$ cat src/include/opmode_pkg.sv
// Constants and carrier types for the operating-mode controller.
// Assumes one 200 MHz system clock and a seconds tick made by system logic.
package opmode_pkg;

  // Holding-register addresses, as Modbus register numbers.
  localparam logic [15:0] REG_MODE_COMMAND      = 16'h0014;
  localparam logic [15:0] REG_COMMAND_PASSWORD  = 16'h0065;
  localparam logic [15:0] REG_PROTECTED_COMMAND = 16'h0066;

  // Command values.
  localparam logic [15:0] CMD_OFF        = 16'h0001;
  localparam logic [15:0] CMD_MAN        = 16'h0002;
  localparam logic [15:0] CMD_AUTO       = 16'h0003;
  localparam logic [15:0] CMD_TEST       = 16'h0006;
  localparam logic [15:0] CMD_TEST_END   = 16'h0007;
  localparam logic [15:0] CMD_P_TEST     = 16'h000C;
  localparam logic [15:0] CMD_P_RSTART   = 16'h000D;
  localparam logic [15:0] CMD_RSTART     = 16'h0012;
  localparam logic [15:0] CMD_RSTART_END = 16'h0013;
  localparam logic [15:0] CMD_P_AUTO     = 16'h0015;

  // Setting bit positions.
  localparam int MBE_TEST_BIT   = 3;
  localparam int PANEL_COMBO_OFF_BIT = 1;
  localparam int LOG_MODE_BIT   = 0;

  // Timing.
  localparam longint unsigned CLK_HZ        = 64'd200_000_000;
  localparam longint unsigned PWD_WINDOW_S  = 64'd5;
  localparam longint unsigned COMM_LOSS_S   = 64'd60;
  localparam longint unsigned PWD_WINDOW_CYC = PWD_WINDOW_S * CLK_HZ;
  localparam longint unsigned COMM_LOSS_CYC  = COMM_LOSS_S * CLK_HZ;

  // Reset values.
  localparam logic [15:0] TIMER_RST = 16'h0000;
  localparam logic [33:0] CNT_RST   = 34'h0_0000_0000;

  typedef enum logic [2:0] {MODE_OFF, MODE_MAN, MODE_AUTO, MODE_TEST, MODE_RSTART} mode_t;
  typedef enum logic [2:0] {SRC_NONE, SRC_KEY, SRC_LEVEL, SRC_NOLOAD, SRC_LOAD, SRC_CAL, SRC_SERIAL} test_src_t;

  // Panel keys and digital inputs, all asynchronous pins.
  typedef struct packed {
    logic key_off;
    logic key_man;
    logic key_auto;
    logic key_start;
    logic key_ack;
    logic force_off;
    logic force_man;
    logic force_auto;
    logic test_level_input;
    logic test_noload_pulse_input;
    logic test_load_pulse_input;
    logic serial_cmd_enable_input;
    logic remote_start_enable_input;
    logic remote_start_input;
  } pins_t;

  // Settings, static during operation.
  typedef struct packed {
    logic [15:0] password;
    logic [15:0] test_duration;
    logic [15:0] rs_delay;
    logic [6:0]  test_days;
    logic [10:0] test_start_min;
    logic        supply_on_test;
    logic [7:0]  manual_brk_en;
    logic [7:0]  panel_opt;
    logic [7:0]  log_opt;
    logic        has_test_level;
    logic        has_serial_enable;
    logic        has_rs_enable;
  } cfg_t;

  // Plant state from the sequencing logic and calendar, same clock.
  typedef struct packed {
    logic        alarm_block;
    logic        auto_int_req;
    logic        power_load_inhibit;
    logic        mains_breaker_present;
    logic        close_permit;
    logic        sec_tick;
    logic [2:0]  weekday;
    logic [10:0] minute_of_day;
  } plant_t;

  typedef struct packed {
    logic ind_off;
    logic ind_man;
    logic ind_auto;
    logic ind_test;
    logic ind_rstart;
    logic out_not_off;
    logic out_automatic_group;
  } ind_t;

  typedef struct packed {
    logic engine_run;
    logic gen_close_auto;
    logic manual_brk_allowed;
    logic retransfer_mains;
    logic open_gen;
    logic normal_stop;
  } seq_t;

endpackage

$ cat src/rtl/pin_sync.sv
// Two-flop synchroniser for all panel and digital-input pins.
// Assumes the pins are asynchronous to i_clk and change slowly.
module pin_sync (
  // Clock and reset
  input  wire logic              i_clk,
  input  wire logic              i_rst,
  // Pins
  input  wire opmode_pkg::pins_t i_pins,
  output opmode_pkg::pins_t      o_pins
);
  import opmode_pkg::*;

  pins_t meta;

  always_ff @(posedge i_clk or posedge i_rst) begin
    if (i_rst) begin
      meta   <= '0;
      o_pins <= '0;
    end else begin
      meta   <= i_pins;
      o_pins <= meta;
    end
  end

endmodule

$ cat src/rtl/operating_mode_controller.sv
// Operating-mode state machine: OFF/RESET, MAN, AUTO and the TEST and REMOTE START sub-modes.
// Assumes settings and plant state come from logic on i_clk; keys and inputs are raw pins.
// Behaviour
// RULE1: Password write, then command 1, 2 or 3 forces OFF, MAN or AUTO.
// RULE2: TEST runs engine; breaker closes with supply-on-test and permission, or always in a load-pulse test.
// RULE3: In TEST manual breaker commands allowed only with enable bit 3.
// RULE4: Leaving TEST retransfers loads to mains if present, then stops normally.
// RULE5: Intervention need ends TEST, loses request; active level input re-enters later.
// RULE6: TEST entry needs AUTO, no alarm, no remote start, no intervention.
// RULE7: Start plus ack keys toggle AUTO and TEST; nonzero duration ends test.
// RULE8: Level test input holds TEST while active, returns AUTO when released.
// RULE9: No-load pulse starts timed TEST, never closes breaker; second pulse ends.
// RULE10: Load pulse starts timed TEST, always closes breaker; second pulse ends.
// RULE11: Weekly calendar starts TEST at start time for the test interval.
// RULE12: Mode command 6 enters TEST, 7 returns to AUTO.
// RULE13: Password and command within 5 s; 12 TEST, 13 REMOTE START, 21 AUTO.
// RULE14: Protected commands need the serial enable input when configured.
// RULE15: Serial TEST cancelled after 60 s without any message.
// RULE16: REMOTE START runs engine, closes breaker unless inhibited, refuses manual.
// RULE17: Ending REMOTE START returns AUTO; without intervention opens breaker, stops.
// RULE18: REMOTE START only from AUTO or TEST, no alarm, enable input active.
// RULE19: Remote start input enters after its delay, leaves on release.
// RULE20: Mode command 18 enters REMOTE START, 19 returns to AUTO.
// RULE21: With log bit 0, each mode change records an event naming the mode.
// RULE22: Indication outputs per mode, not-off, and automatic group.
// RULE23: Forcing inputs prioritise OFF, MAN, AUTO and block selector and serial.
// RULE24: Exactly one mode held in an encoded clocked register.
module operating_mode_controller #(
  parameter logic [33:0] PWD_WINDOW_CYC = 34'(opmode_pkg::PWD_WINDOW_CYC),
  parameter logic [33:0] COMM_LOSS_CYC  = 34'(opmode_pkg::COMM_LOSS_CYC)
) (
  // Clock and reset
  input  wire logic               i_clk,
  input  wire logic               i_rst,
  // Holding-register writes and message activity
  input  wire logic               i_reg_wr,
  input  wire logic [15:0]        i_reg_addr,
  input  wire logic [15:0]        i_reg_wdata,
  input  wire logic               i_msg_rx,
  // Pins, settings and plant state
  input  wire opmode_pkg::pins_t  i_pins,
  input  wire opmode_pkg::cfg_t   i_cfg,
  input  wire opmode_pkg::plant_t i_plant,
  // Mode, indications, sequencing and event log
  output opmode_pkg::mode_t       o_mode,
  output opmode_pkg::ind_t        o_ind,
  output opmode_pkg::seq_t        o_seq,
  output logic                    o_evt_valid,
  output opmode_pkg::mode_t       o_evt_mode
);
  import opmode_pkg::*;

  pins_t       p;
  pins_t       p_prev;
  mode_t       mode, next_mode;
  mode_t       sel_main, next_sel;
  test_src_t   src, next_src;
  logic [15:0] timer, next_timer;
  logic        serial_rs, next_serial_rs;
  logic [15:0] rs_cnt, next_rs_cnt;
  logic        cal_prev, next_cal_prev;
  logic [33:0] pwd_cnt, next_pwd_cnt;
  logic        pwd_ok, next_pwd_ok;
  logic [33:0] comm_cnt, next_comm_cnt;
  ind_t        next_ind;
  seq_t        next_seq;
  logic        next_evt_valid;

  logic        forced, rs_in_ok, rs_allowed, rs_req, test_cond, comm_lost;
  logic        combo, combo_edge, noload_edge, load_edge, cal_match, cal_edge;
  logic        wr_cmd, wr_prot, prot_ok;
  mode_t       base;

  // Timed test sources load the duration and end on its expiry.
  function automatic logic timed(input test_src_t s);
    return (s == SRC_KEY) || (s == SRC_NOLOAD) || (s == SRC_LOAD) || (s == SRC_CAL);
  endfunction

  pin_sync u_sync (
    .i_clk  (i_clk),
    .i_rst  (i_rst),
    .i_pins (i_pins),
    .o_pins (p)
  );

  assign combo       = p.key_start && p.key_ack;
  assign combo_edge  = combo && !(p_prev.key_start && p_prev.key_ack)
                       && !i_cfg.panel_opt[PANEL_COMBO_OFF_BIT];                         // [RULE7]
  assign noload_edge = p.test_noload_pulse_input && !p_prev.test_noload_pulse_input;   // [RULE9]
  assign load_edge   = p.test_load_pulse_input && !p_prev.test_load_pulse_input;       // [RULE10]
  assign cal_match   = i_cfg.test_days[i_plant.weekday] && (i_plant.minute_of_day == i_cfg.test_start_min);
  assign cal_edge    = cal_match && !cal_prev;                                         // [RULE11]
  assign forced      = p.force_off || p.force_man || p.force_auto;
  assign wr_cmd      = i_reg_wr && (i_reg_addr == REG_MODE_COMMAND) && !forced;        // [RULE23]
  assign wr_prot     = i_reg_wr && (i_reg_addr == REG_PROTECTED_COMMAND);
  assign prot_ok     = wr_prot && pwd_ok && (pwd_cnt != CNT_RST) && !forced            // [RULE13]
                       && (!i_cfg.has_serial_enable || p.serial_cmd_enable_input);     // [RULE14]
  assign comm_lost   = (comm_cnt >= COMM_LOSS_CYC);                                    // [RULE15]
  assign rs_in_ok    = p.remote_start_input && (rs_cnt >= i_cfg.rs_delay);             // [RULE19]
  assign rs_allowed  = !i_plant.alarm_block
                       && (!i_cfg.has_rs_enable || p.remote_start_enable_input);       // [RULE18]
  assign test_cond   = !i_plant.alarm_block && !rs_req && !i_plant.auto_int_req;       // [RULE6]

  // Serial password window, message watchdog and remote-start input delay.
  always_comb begin
    next_pwd_cnt  = pwd_cnt;
    next_pwd_ok   = pwd_ok;
    next_comm_cnt = comm_cnt;
    next_rs_cnt   = rs_cnt;
    next_cal_prev = cal_match;
    if (i_reg_wr && (i_reg_addr == REG_COMMAND_PASSWORD)) begin
      next_pwd_ok  = (i_reg_wdata == i_cfg.password);                                  // [RULE1]
      next_pwd_cnt = PWD_WINDOW_CYC;                                                   // [RULE13]
    end else if (wr_prot) begin
      // One password admits one command; a second command needs a fresh password.
      next_pwd_ok  = 1'b0;
      next_pwd_cnt = CNT_RST;
    end else if (pwd_cnt != CNT_RST) begin
      next_pwd_cnt = pwd_cnt - 34'd1;
    end
    if (i_msg_rx || i_reg_wr) begin
      next_comm_cnt = CNT_RST;
    end else if (!comm_lost) begin
      next_comm_cnt = comm_cnt + 34'd1;
    end
    if (!p.remote_start_input) begin
      next_rs_cnt = TIMER_RST;                                                         // [RULE19]
    end else if (i_plant.sec_tick && (rs_cnt != 16'hFFFF)) begin
      next_rs_cnt = rs_cnt + 16'd1;
    end
  end

  always_ff @(posedge i_clk or posedge i_rst) begin
    if (i_rst) begin
      pwd_cnt  <= CNT_RST;
      pwd_ok   <= 1'b0;
      comm_cnt <= CNT_RST;
      rs_cnt   <= TIMER_RST;
      cal_prev <= 1'b0;
      p_prev   <= '0;
    end else begin
      pwd_cnt  <= next_pwd_cnt;
      pwd_ok   <= next_pwd_ok;
      comm_cnt <= next_comm_cnt;
      rs_cnt   <= next_rs_cnt;
      cal_prev <= next_cal_prev;
      p_prev   <= p;
    end
  end

  // Mode selection and the AUTO sub-mode machine.
  always_comb begin
    next_mode      = mode;
    next_sel       = sel_main;
    next_src       = src;
    next_timer     = timer;
    next_serial_rs = serial_rs;
    base           = sel_main;
    rs_req         = 1'b0;
    if ((timer != TIMER_RST) && i_plant.sec_tick) begin
      next_timer = timer - 16'd1;
    end
    if (!forced) begin
      if (p.key_off && !p_prev.key_off) next_sel = MODE_OFF;
      else if (p.key_man && !p_prev.key_man) next_sel = MODE_MAN;
      else if (p.key_auto && !p_prev.key_auto) next_sel = MODE_AUTO;
      if (prot_ok && (i_reg_wdata == CMD_OFF)) next_sel = MODE_OFF;                    // [RULE1]
      if (prot_ok && (i_reg_wdata == CMD_MAN)) next_sel = MODE_MAN;                    // [RULE1]
      if (prot_ok && (i_reg_wdata == CMD_AUTO)) next_sel = MODE_AUTO;                  // [RULE1]
      base = next_sel;
    end else if (p.force_off) begin
      base = MODE_OFF;                                                                 // [RULE23]
    end else if (p.force_man) begin
      base = MODE_MAN;
    end else begin
      base = MODE_AUTO;
    end
    if (wr_cmd && (i_reg_wdata == CMD_RSTART)) next_serial_rs = 1'b1;                  // [RULE20]
    if (prot_ok && (i_reg_wdata == CMD_P_RSTART)) next_serial_rs = 1'b1;               // [RULE13]
    if ((wr_cmd && (i_reg_wdata == CMD_RSTART_END)) || (prot_ok && (i_reg_wdata == CMD_P_AUTO))) begin
      next_serial_rs = 1'b0;
    end
    rs_req = rs_in_ok || next_serial_rs;
    if (base != MODE_AUTO) begin
      next_mode      = base;
      next_src       = SRC_NONE;
      next_timer     = TIMER_RST;
      next_serial_rs = 1'b0;
    end else begin
      unique case (mode)
        MODE_OFF, MODE_MAN: begin
          next_mode = MODE_AUTO;
        end
        MODE_AUTO: begin
          if (test_cond) begin
            if ((wr_cmd && (i_reg_wdata == CMD_TEST)) || (prot_ok && (i_reg_wdata == CMD_P_TEST)))
              next_src = SRC_SERIAL;                                                   // [RULE12]
            else if (combo_edge) next_src = SRC_KEY;                                   // [RULE7]
            else if (noload_edge && (i_cfg.test_duration != TIMER_RST)) next_src = SRC_NOLOAD;
            else if (load_edge && (i_cfg.test_duration != TIMER_RST)) next_src = SRC_LOAD;
            else if (cal_edge && (i_cfg.test_duration != TIMER_RST)) next_src = SRC_CAL; // [RULE11]
            else if (i_cfg.has_test_level && p.test_level_input) next_src = SRC_LEVEL; // [RULE5] [RULE8]
            if (next_src != SRC_NONE) begin
              next_mode  = MODE_TEST;
              next_timer = timed(next_src) ? i_cfg.test_duration : TIMER_RST;
            end
          end
        end
        MODE_TEST: begin
          if (i_plant.auto_int_req                                                    // [RULE5]
              || (combo_edge && (src == SRC_KEY))                                      // [RULE7]
              || ((src == SRC_LEVEL) && !p.test_level_input)                           // [RULE8]
              || (noload_edge && (src == SRC_NOLOAD))                                  // [RULE9]
              || (load_edge && (src == SRC_LOAD))                                      // [RULE10]
              || (timed(src) && (timer == 16'd1) && i_plant.sec_tick)                  // [RULE7] [RULE11]
              || ((src == SRC_SERIAL) && comm_lost)                                    // [RULE15]
              || (wr_cmd && (i_reg_wdata == CMD_TEST_END))                             // [RULE12]
              || (prot_ok && (i_reg_wdata == CMD_P_AUTO))) begin                       // [RULE13]
            next_mode  = MODE_AUTO;
            next_src   = SRC_NONE;
            next_timer = TIMER_RST;
          end
        end
        MODE_RSTART: begin
          if (!rs_req) next_mode = MODE_AUTO;                                          // [RULE17] [RULE19]
        end
      endcase
      if ((mode == MODE_AUTO || mode == MODE_TEST) && rs_req && rs_allowed) begin    // [RULE18]
        next_mode  = MODE_RSTART;
        next_src   = SRC_NONE;
        next_timer = TIMER_RST;
      end
    end
  end

  always_ff @(posedge i_clk or posedge i_rst) begin
    if (i_rst) begin
      mode      <= MODE_OFF;                                                           // [RULE24]
      sel_main  <= MODE_OFF;
      src       <= SRC_NONE;
      timer     <= TIMER_RST;
      serial_rs <= 1'b0;
    end else begin
      mode      <= next_mode;                                                          // [RULE24]
      sel_main  <= next_sel;
      src       <= next_src;
      timer     <= next_timer;
      serial_rs <= next_serial_rs;
    end
  end

  // Registered indications, sequencer requests and event record.
  always_comb begin
    next_ind                     = '0;
    next_ind.ind_off             = (next_mode == MODE_OFF);                            // [RULE22]
    next_ind.ind_man             = (next_mode == MODE_MAN);
    next_ind.ind_auto            = (next_mode == MODE_AUTO);
    next_ind.ind_test            = (next_mode == MODE_TEST);
    next_ind.ind_rstart          = (next_mode == MODE_RSTART);
    next_ind.out_not_off         = (next_mode != MODE_OFF);
    next_ind.out_automatic_group = (next_mode == MODE_AUTO) || (next_mode == MODE_TEST)
                                   || (next_mode == MODE_RSTART);
    next_seq            = '0;
    next_seq.engine_run = (next_mode == MODE_TEST) || (next_mode == MODE_RSTART);      // [RULE2] [RULE16]
    if (next_mode == MODE_TEST) begin
      // The breaker request is a wish; the sequencer still checks voltage and frequency.
      next_seq.gen_close_auto = (next_src == SRC_LOAD) ||                              // [RULE10]
                                ((next_src != SRC_NOLOAD) && i_cfg.supply_on_test && i_plant.close_permit); // [RULE2] [RULE9]
    end else if (next_mode == MODE_RSTART) begin
      next_seq.gen_close_auto = !i_plant.power_load_inhibit;                           // [RULE16]
    end
    next_seq.manual_brk_allowed = (next_mode == MODE_MAN) ||
                                  ((next_mode == MODE_TEST) && i_cfg.manual_brk_en[MBE_TEST_BIT]); // [RULE3]
    if ((mode == MODE_TEST) && (next_mode == MODE_AUTO)) begin
      next_seq.retransfer_mains = i_plant.mains_breaker_present;                      // [RULE4]
      next_seq.normal_stop      = 1'b1;
    end
    if ((mode == MODE_RSTART) && (next_mode == MODE_AUTO) && !i_plant.auto_int_req) begin
      next_seq.open_gen    = 1'b1;                                                     // [RULE17]
      next_seq.normal_stop = 1'b1;
    end
    next_evt_valid = (next_mode != mode) && i_cfg.log_opt[LOG_MODE_BIT];               // [RULE21]
  end

  always_ff @(posedge i_clk or posedge i_rst) begin
    if (i_rst) begin
      o_ind       <= 7'b100_0000;
      o_seq       <= '0;
      o_evt_valid <= 1'b0;
      o_evt_mode  <= MODE_OFF;
    end else begin
      o_ind       <= next_ind;
      o_seq       <= next_seq;
      o_evt_valid <= next_evt_valid;
      o_evt_mode  <= next_mode;
    end
  end

  assign o_mode = mode;
endmodule

$ cat config.mk
export PLATFORM = sky130hd
export DESIGN_NAME = operating_mode_controller
export DESIGN_NICKNAME = d
export VERILOG_FILES = /design/src/include/opmode_pkg.sv /design/src/rtl/pin_sync.sv /design/src/rtl/operating_mode_controller.sv
export SDC_FILE = /design/constraint.sdc
export NUM_CORES = 1
export LEC_CHECK = 0
export ABC_AREA = 1
export BUFFER_PORTS_ARGS = -buffer_cell sky130_fd_sc_hd__buf_2
export CORE_ASPECT_RATIO = 0.9
export CORE_MARGIN = 3
export CORE_UTILIZATION = 50
export DETAILED_ROUTE_END_ITERATION = 10
export PLACE_DENSITY = 0.76
export SYNTH_ARGS = -nofsm -noshare
export SYNTH_HDL_FRONTEND = slang
export SYNTH_SLANG_ARGS = --single-unit
$ cat constraint.sdc
create_clock -name i_clk -period 5.4 [get_ports i_clk]
set_input_delay 0.81 -clock i_clk [delete_from_list [all_inputs] [get_ports i_clk]]
set_output_delay 0.81 -clock i_clk [all_outputs]
set_load 0.005 [all_outputs]
==> results by group <==
Hold path
  – Hold path depth: 0
  – Hold endpoint: u_sync.o_pins[2]$_DFF_PP0_
  – Hold crit path type: flip-flop to flip-flop
  – HP Start: u_sync.meta[2]$_DFF_PP0_

Clock tree
  – # hold bufs at CTS: 0
  – CTS Buf Count: 17
  – TritonCTS clock tree: done
  – Clock-pin slew on the worst setup and hold paths: 0.07 ns
  – Max clock buf depth: 2
  – # H-tree levels: 4
  – Buffer count from post-CTS setup fixing: 0
  – Sink Count: 161
  – CTS-repair resized insts: 0
  – Worst-Skew Late Latency: 0.43 ns
  – Root buf cell: clkbuf_16

Finish
  – Core Util, Final: 61.1%
  – Final #Nets: 1651
  – Ratio of cells with drive above 1 in the final layout: 18.5%
  – Final Cell Area: 11400 um^2
  – Area Overhead vs Synth: 17.7%
  – N_diodes: 0

Placement
  – DP HPWL: 17800 um
  – GPL Wtd Cong: 0.889
  – Port bufs: 162
  – Placed cell area: 10800 um^2
  – Setup slack at placement: 2.14 ns

Pwr
  – Leakage power: 0.00584 uW
  – Cell Pwr Density: 351 nW/um^2
  – Switch Pwr: 1420 uW
  – Sequential Power Share: 35.0%
  – Overall power: 4010 uW
  – Pint: 2590 uW
  – Clk pwr share: 31.8%
  – Sw frac: 35.4%
  – Comb pwr share: 33.2%
  – Worst ir drop on vdd: 0.240 mV

Global route
  – Total global-route track usage: 21.9%
  – GRT busiest layer: met2
  – Vias in the first global route: 8571
  – Overflow after GRT: 0
  – Routing usage on met3: 4.16%
  – Largest net degree at the start of global routing: 86
  – Met2 Use GR: 37.0%
  – Initial antenna violation count: 0
  – First-pass GRT wire length: 38900 um
  – Met1 Usage GRT: 29.7%

Logic synthesis
  – Syn Std Cell Area: 9710 um^2
  – Syn_area_per_cell: 7.52 um^2
  – Post-synth ARST share: 100%
  – Yosys Warn Count: 0
  – Register area share after synthesis: 41.5%
  – Post-synth EDFFs: 0
  – Flops & latches, synth: 161
  – Mapped Nets: 1477
  – Synth cell types: 55
  – Ys flop type: dfrtp_1
  – Cells after Synth: 1291

Worst setup path
  – Worst setup SP type: flip-flop
  – CP Class: flip-flop to flip-flop
  – Max FO, Critical Path: 11
  – Arr. time, crit path: 3.63 ns
  – CP required: 5.72 ns
  – Worst r2r src: pwd_cnt[0]$_DFFE_PP0P_
  – Critical path endpoint category: flip-flop
  – R2R cell count: 21
  – Worst R2R End: o_seq[4]$_DFF_PP0_
  – R2R Setup Slk: 2.09 ns

Die
  – Top Ports: 184
  – Placeable Area: 18700 um^2
  – Die W: 153 um
  – Starting Density: 51.9%
  – Die height: 138 um
  – Row count: 47
  – Die area: 21100 um^2

Routing
  – First-pass DRT Iterations: 5
  – Initial DRC Count: 510
  – Post-route ant nets: 0
  – Final wirelength: 23100 um
  – Vias/cell: 5.12
  – WL per Instance: 13.4 um
  – DR DRC count: 0
  – Via Count: 8823

STA
  – Setup_tns: 0 ns
  – Max Fclk: 0.302 GHz
  – Post-route minimum period: 3.31 ns
  – Worst Clk Skew: 0.00957 ns
  – Actual slew at the worst max-slew pin: 0.970 ns
  – Slew margin rel.: 34.8%
  – Final setup violation count: 0
  – Unrepaired setup endpoints after global routing: false
  – Slew Viols, Final: 0
  – Number of hold violations in the final report: 0
  – Tcrit/Tclk final: 61.4%
  – Setup ws final: 2.09 ns

Status
  – Status: finished clean

Job
  – Maxcap violations: 0
[power by group through the flow]
| stage | Sequential [uW] | Clock (uW) | Combinational, uW |
|---|---|---|---|
| 2_1_floorplan | 1400 | 0 | 1060 |
| 3_3_place_gp | 1420 | 0 | 1280 |
| 3_5_place_dp | 1420 | 0 | 1310 |
| 4_1_cts | 1400 | 1300 | 1340 |
| 5_1_grt | 1420 | 1350 | 1520 |
| 6_report | 1400 | 1270 | 1330 |
[synthesized netlist by cell type (all sizes together), types with 8 or more instances]
| master | instances | area (um^2) |
|---|---|---|
| inv | 249 | 937 |
| nand2 | 241 | 968 |
| nor2 | 178 | 776 |
| dfrtp | 160 | 4000 |
| nand3 | 89 | 515 |
| a21oi | 80 | 404 |
| o21ai | 65 | 340 |
| nor3 | 51 | 293 |
| xor2 | 34 | 298 |
| nand4 | 27 | 181 |
| ha | 22 | 275 |
| nor4 | 15 | 93.8 |
| xnor2 | 15 | 131 |
| a22oi | 8 | 60.1 |
| or2 | 8 | 50.0 |
[sequential cells by signal, summed over array words and instances, names as in the netlist, 3 cells and up]
signal         cells
sel_main           3
u_sync.o_pins     14
comm_cnt          34
o_seq              6
o_evt_mode         3
pwd_cnt           34
o_ind              7
src                3
u_sync.meta       14
rs_cnt            16
p_prev             7
timer             16
[cell usage in the layout, fill, tap and decap left out, drive strengths merged, types with 2 or more instances in the layout]
| cell type | Yosys | layout |
|---|---|---|
| inv | 249 | 254 |
| nand2 | 241 | 241 |
| nor2 | 178 | 178 |
| buf | 6 | 167 |
| dfrtp | 160 | 160 |
| nand3 | 89 | 89 |
| a21oi | 80 | 80 |
| o21ai | 65 | 65 |
| nor3 | 51 | 51 |
| xor2 | 34 | 34 |
| nand4 | 27 | 27 |
| ha | 22 | 22 |
| clkbuf | 6 | 17 |
| nor4 | 15 | 15 |
| xnor2 | 15 | 15 |
| a22oi | 8 | 8 |
| or2 | 8 | 8 |
| a31oi | 5 | 5 |
| a41oi | 4 | 4 |
| a211o | 4 | 4 |
| clkinv | 0 | 4 |
| o21a | 3 | 3 |
| clkinvlp | 0 | 3 |
| bufinv | 0 | 3 |
| nand3b | 2 | 2 |
| o211ai | 2 | 2 |
| o22ai | 2 | 2 |
| a21boi | 2 | 2 |
| nor3b | 2 | 2 |
| a211oi | 2 | 2 |
[how the worst max path moves through the flow]
stage / from / depth (start not counted) / endpoint / slack (ns)
final: pwd_cnt[0]$_DFFE_PP0P_ / 21 / o_seq[4]$_DFF_PP0_ / 2.09
after global routing: pwd_cnt[0]$_DFFE_PP0P_ / 16 / timer[0]$_DFF_PP0_ / 1.77
after CTS: pwd_cnt[0]$_DFFE_PP0P_ / 21 / o_seq[4]$_DFF_PP0_ / 2.10
after detailed placement: pwd_cnt[0]$_DFFE_PP0P_ / 21 / o_seq[4]$_DFF_PP0_ / 2.14
after global placement: pwd_cnt[0]$_DFFE_PP0P_ / 21 / o_seq[4]$_DFF_PP0_ / 2.23
after floorplan: i_rst / 1 / cal_prev$_DFF_PP0_ / 0.24
[cells by family after synthesis]
group | count (synthesis) | share of synthesized area, %
flops | 161 | 41.5
fa+ha+maj | 22 | 2.84
xor+xnor | 49 | 4.42
compound gates | 183 | 10.7
buf+inv | 261 | 10.4
simple gates | 615 | 30.1
[stage by stage]
step,std cells,hold slack [ns]
4_1_cts,1723,0.350
2_1_floorplan,1291,0.331
5_1_grt,1723,0.357
6_report,1723,0.349
3_5_place_dp,1691,0.336
3_3_place_gp,1691,0.333
[worst max-delay path, cell delays in order (launching register included)]
cell and delay [ns]:
dfrtp_1 0.42, inv_1 0.16, ha_1 0.22, nand2_1 0.12
nor2_4 0.20, nand3_1 0.16, nor2_2 0.15, nand3_1 0.39
nand3_1 0.27, nand2_1 0.10, nand2_2 0.11, nand3_2 0.10
inv_2 0.11, nand3_1 0.08, nand2_1 0.14, nand2_4 0.08
nand2_8 0.09, inv_2 0.05, nand3_2 0.07, inv_2 0.05
nand2_1 0.05, nand2_1 0.06
[per-layer routing]
metal  vias to the layer above  share of wire [%]
met2                       218                 48
met5                         -                  0
met1                      4100                 46
met4                         0               0.96
met3                        16                5.3
li1                       4489                  -
[area by class of cell]
type | instances | area (um^2)
Inverter | 249 | 942
Fill cell | 1721 | 7280
Sequential cell | 161 | 4030
Clock inverter | 15 | 201
Multi-Input combinational cell | 869 | 4670
Timing Repair Buffer | 167 | 848
Tap cell | 245 | 307
Clock buffer | 17 | 425
(Power assumes the default switching activity.)
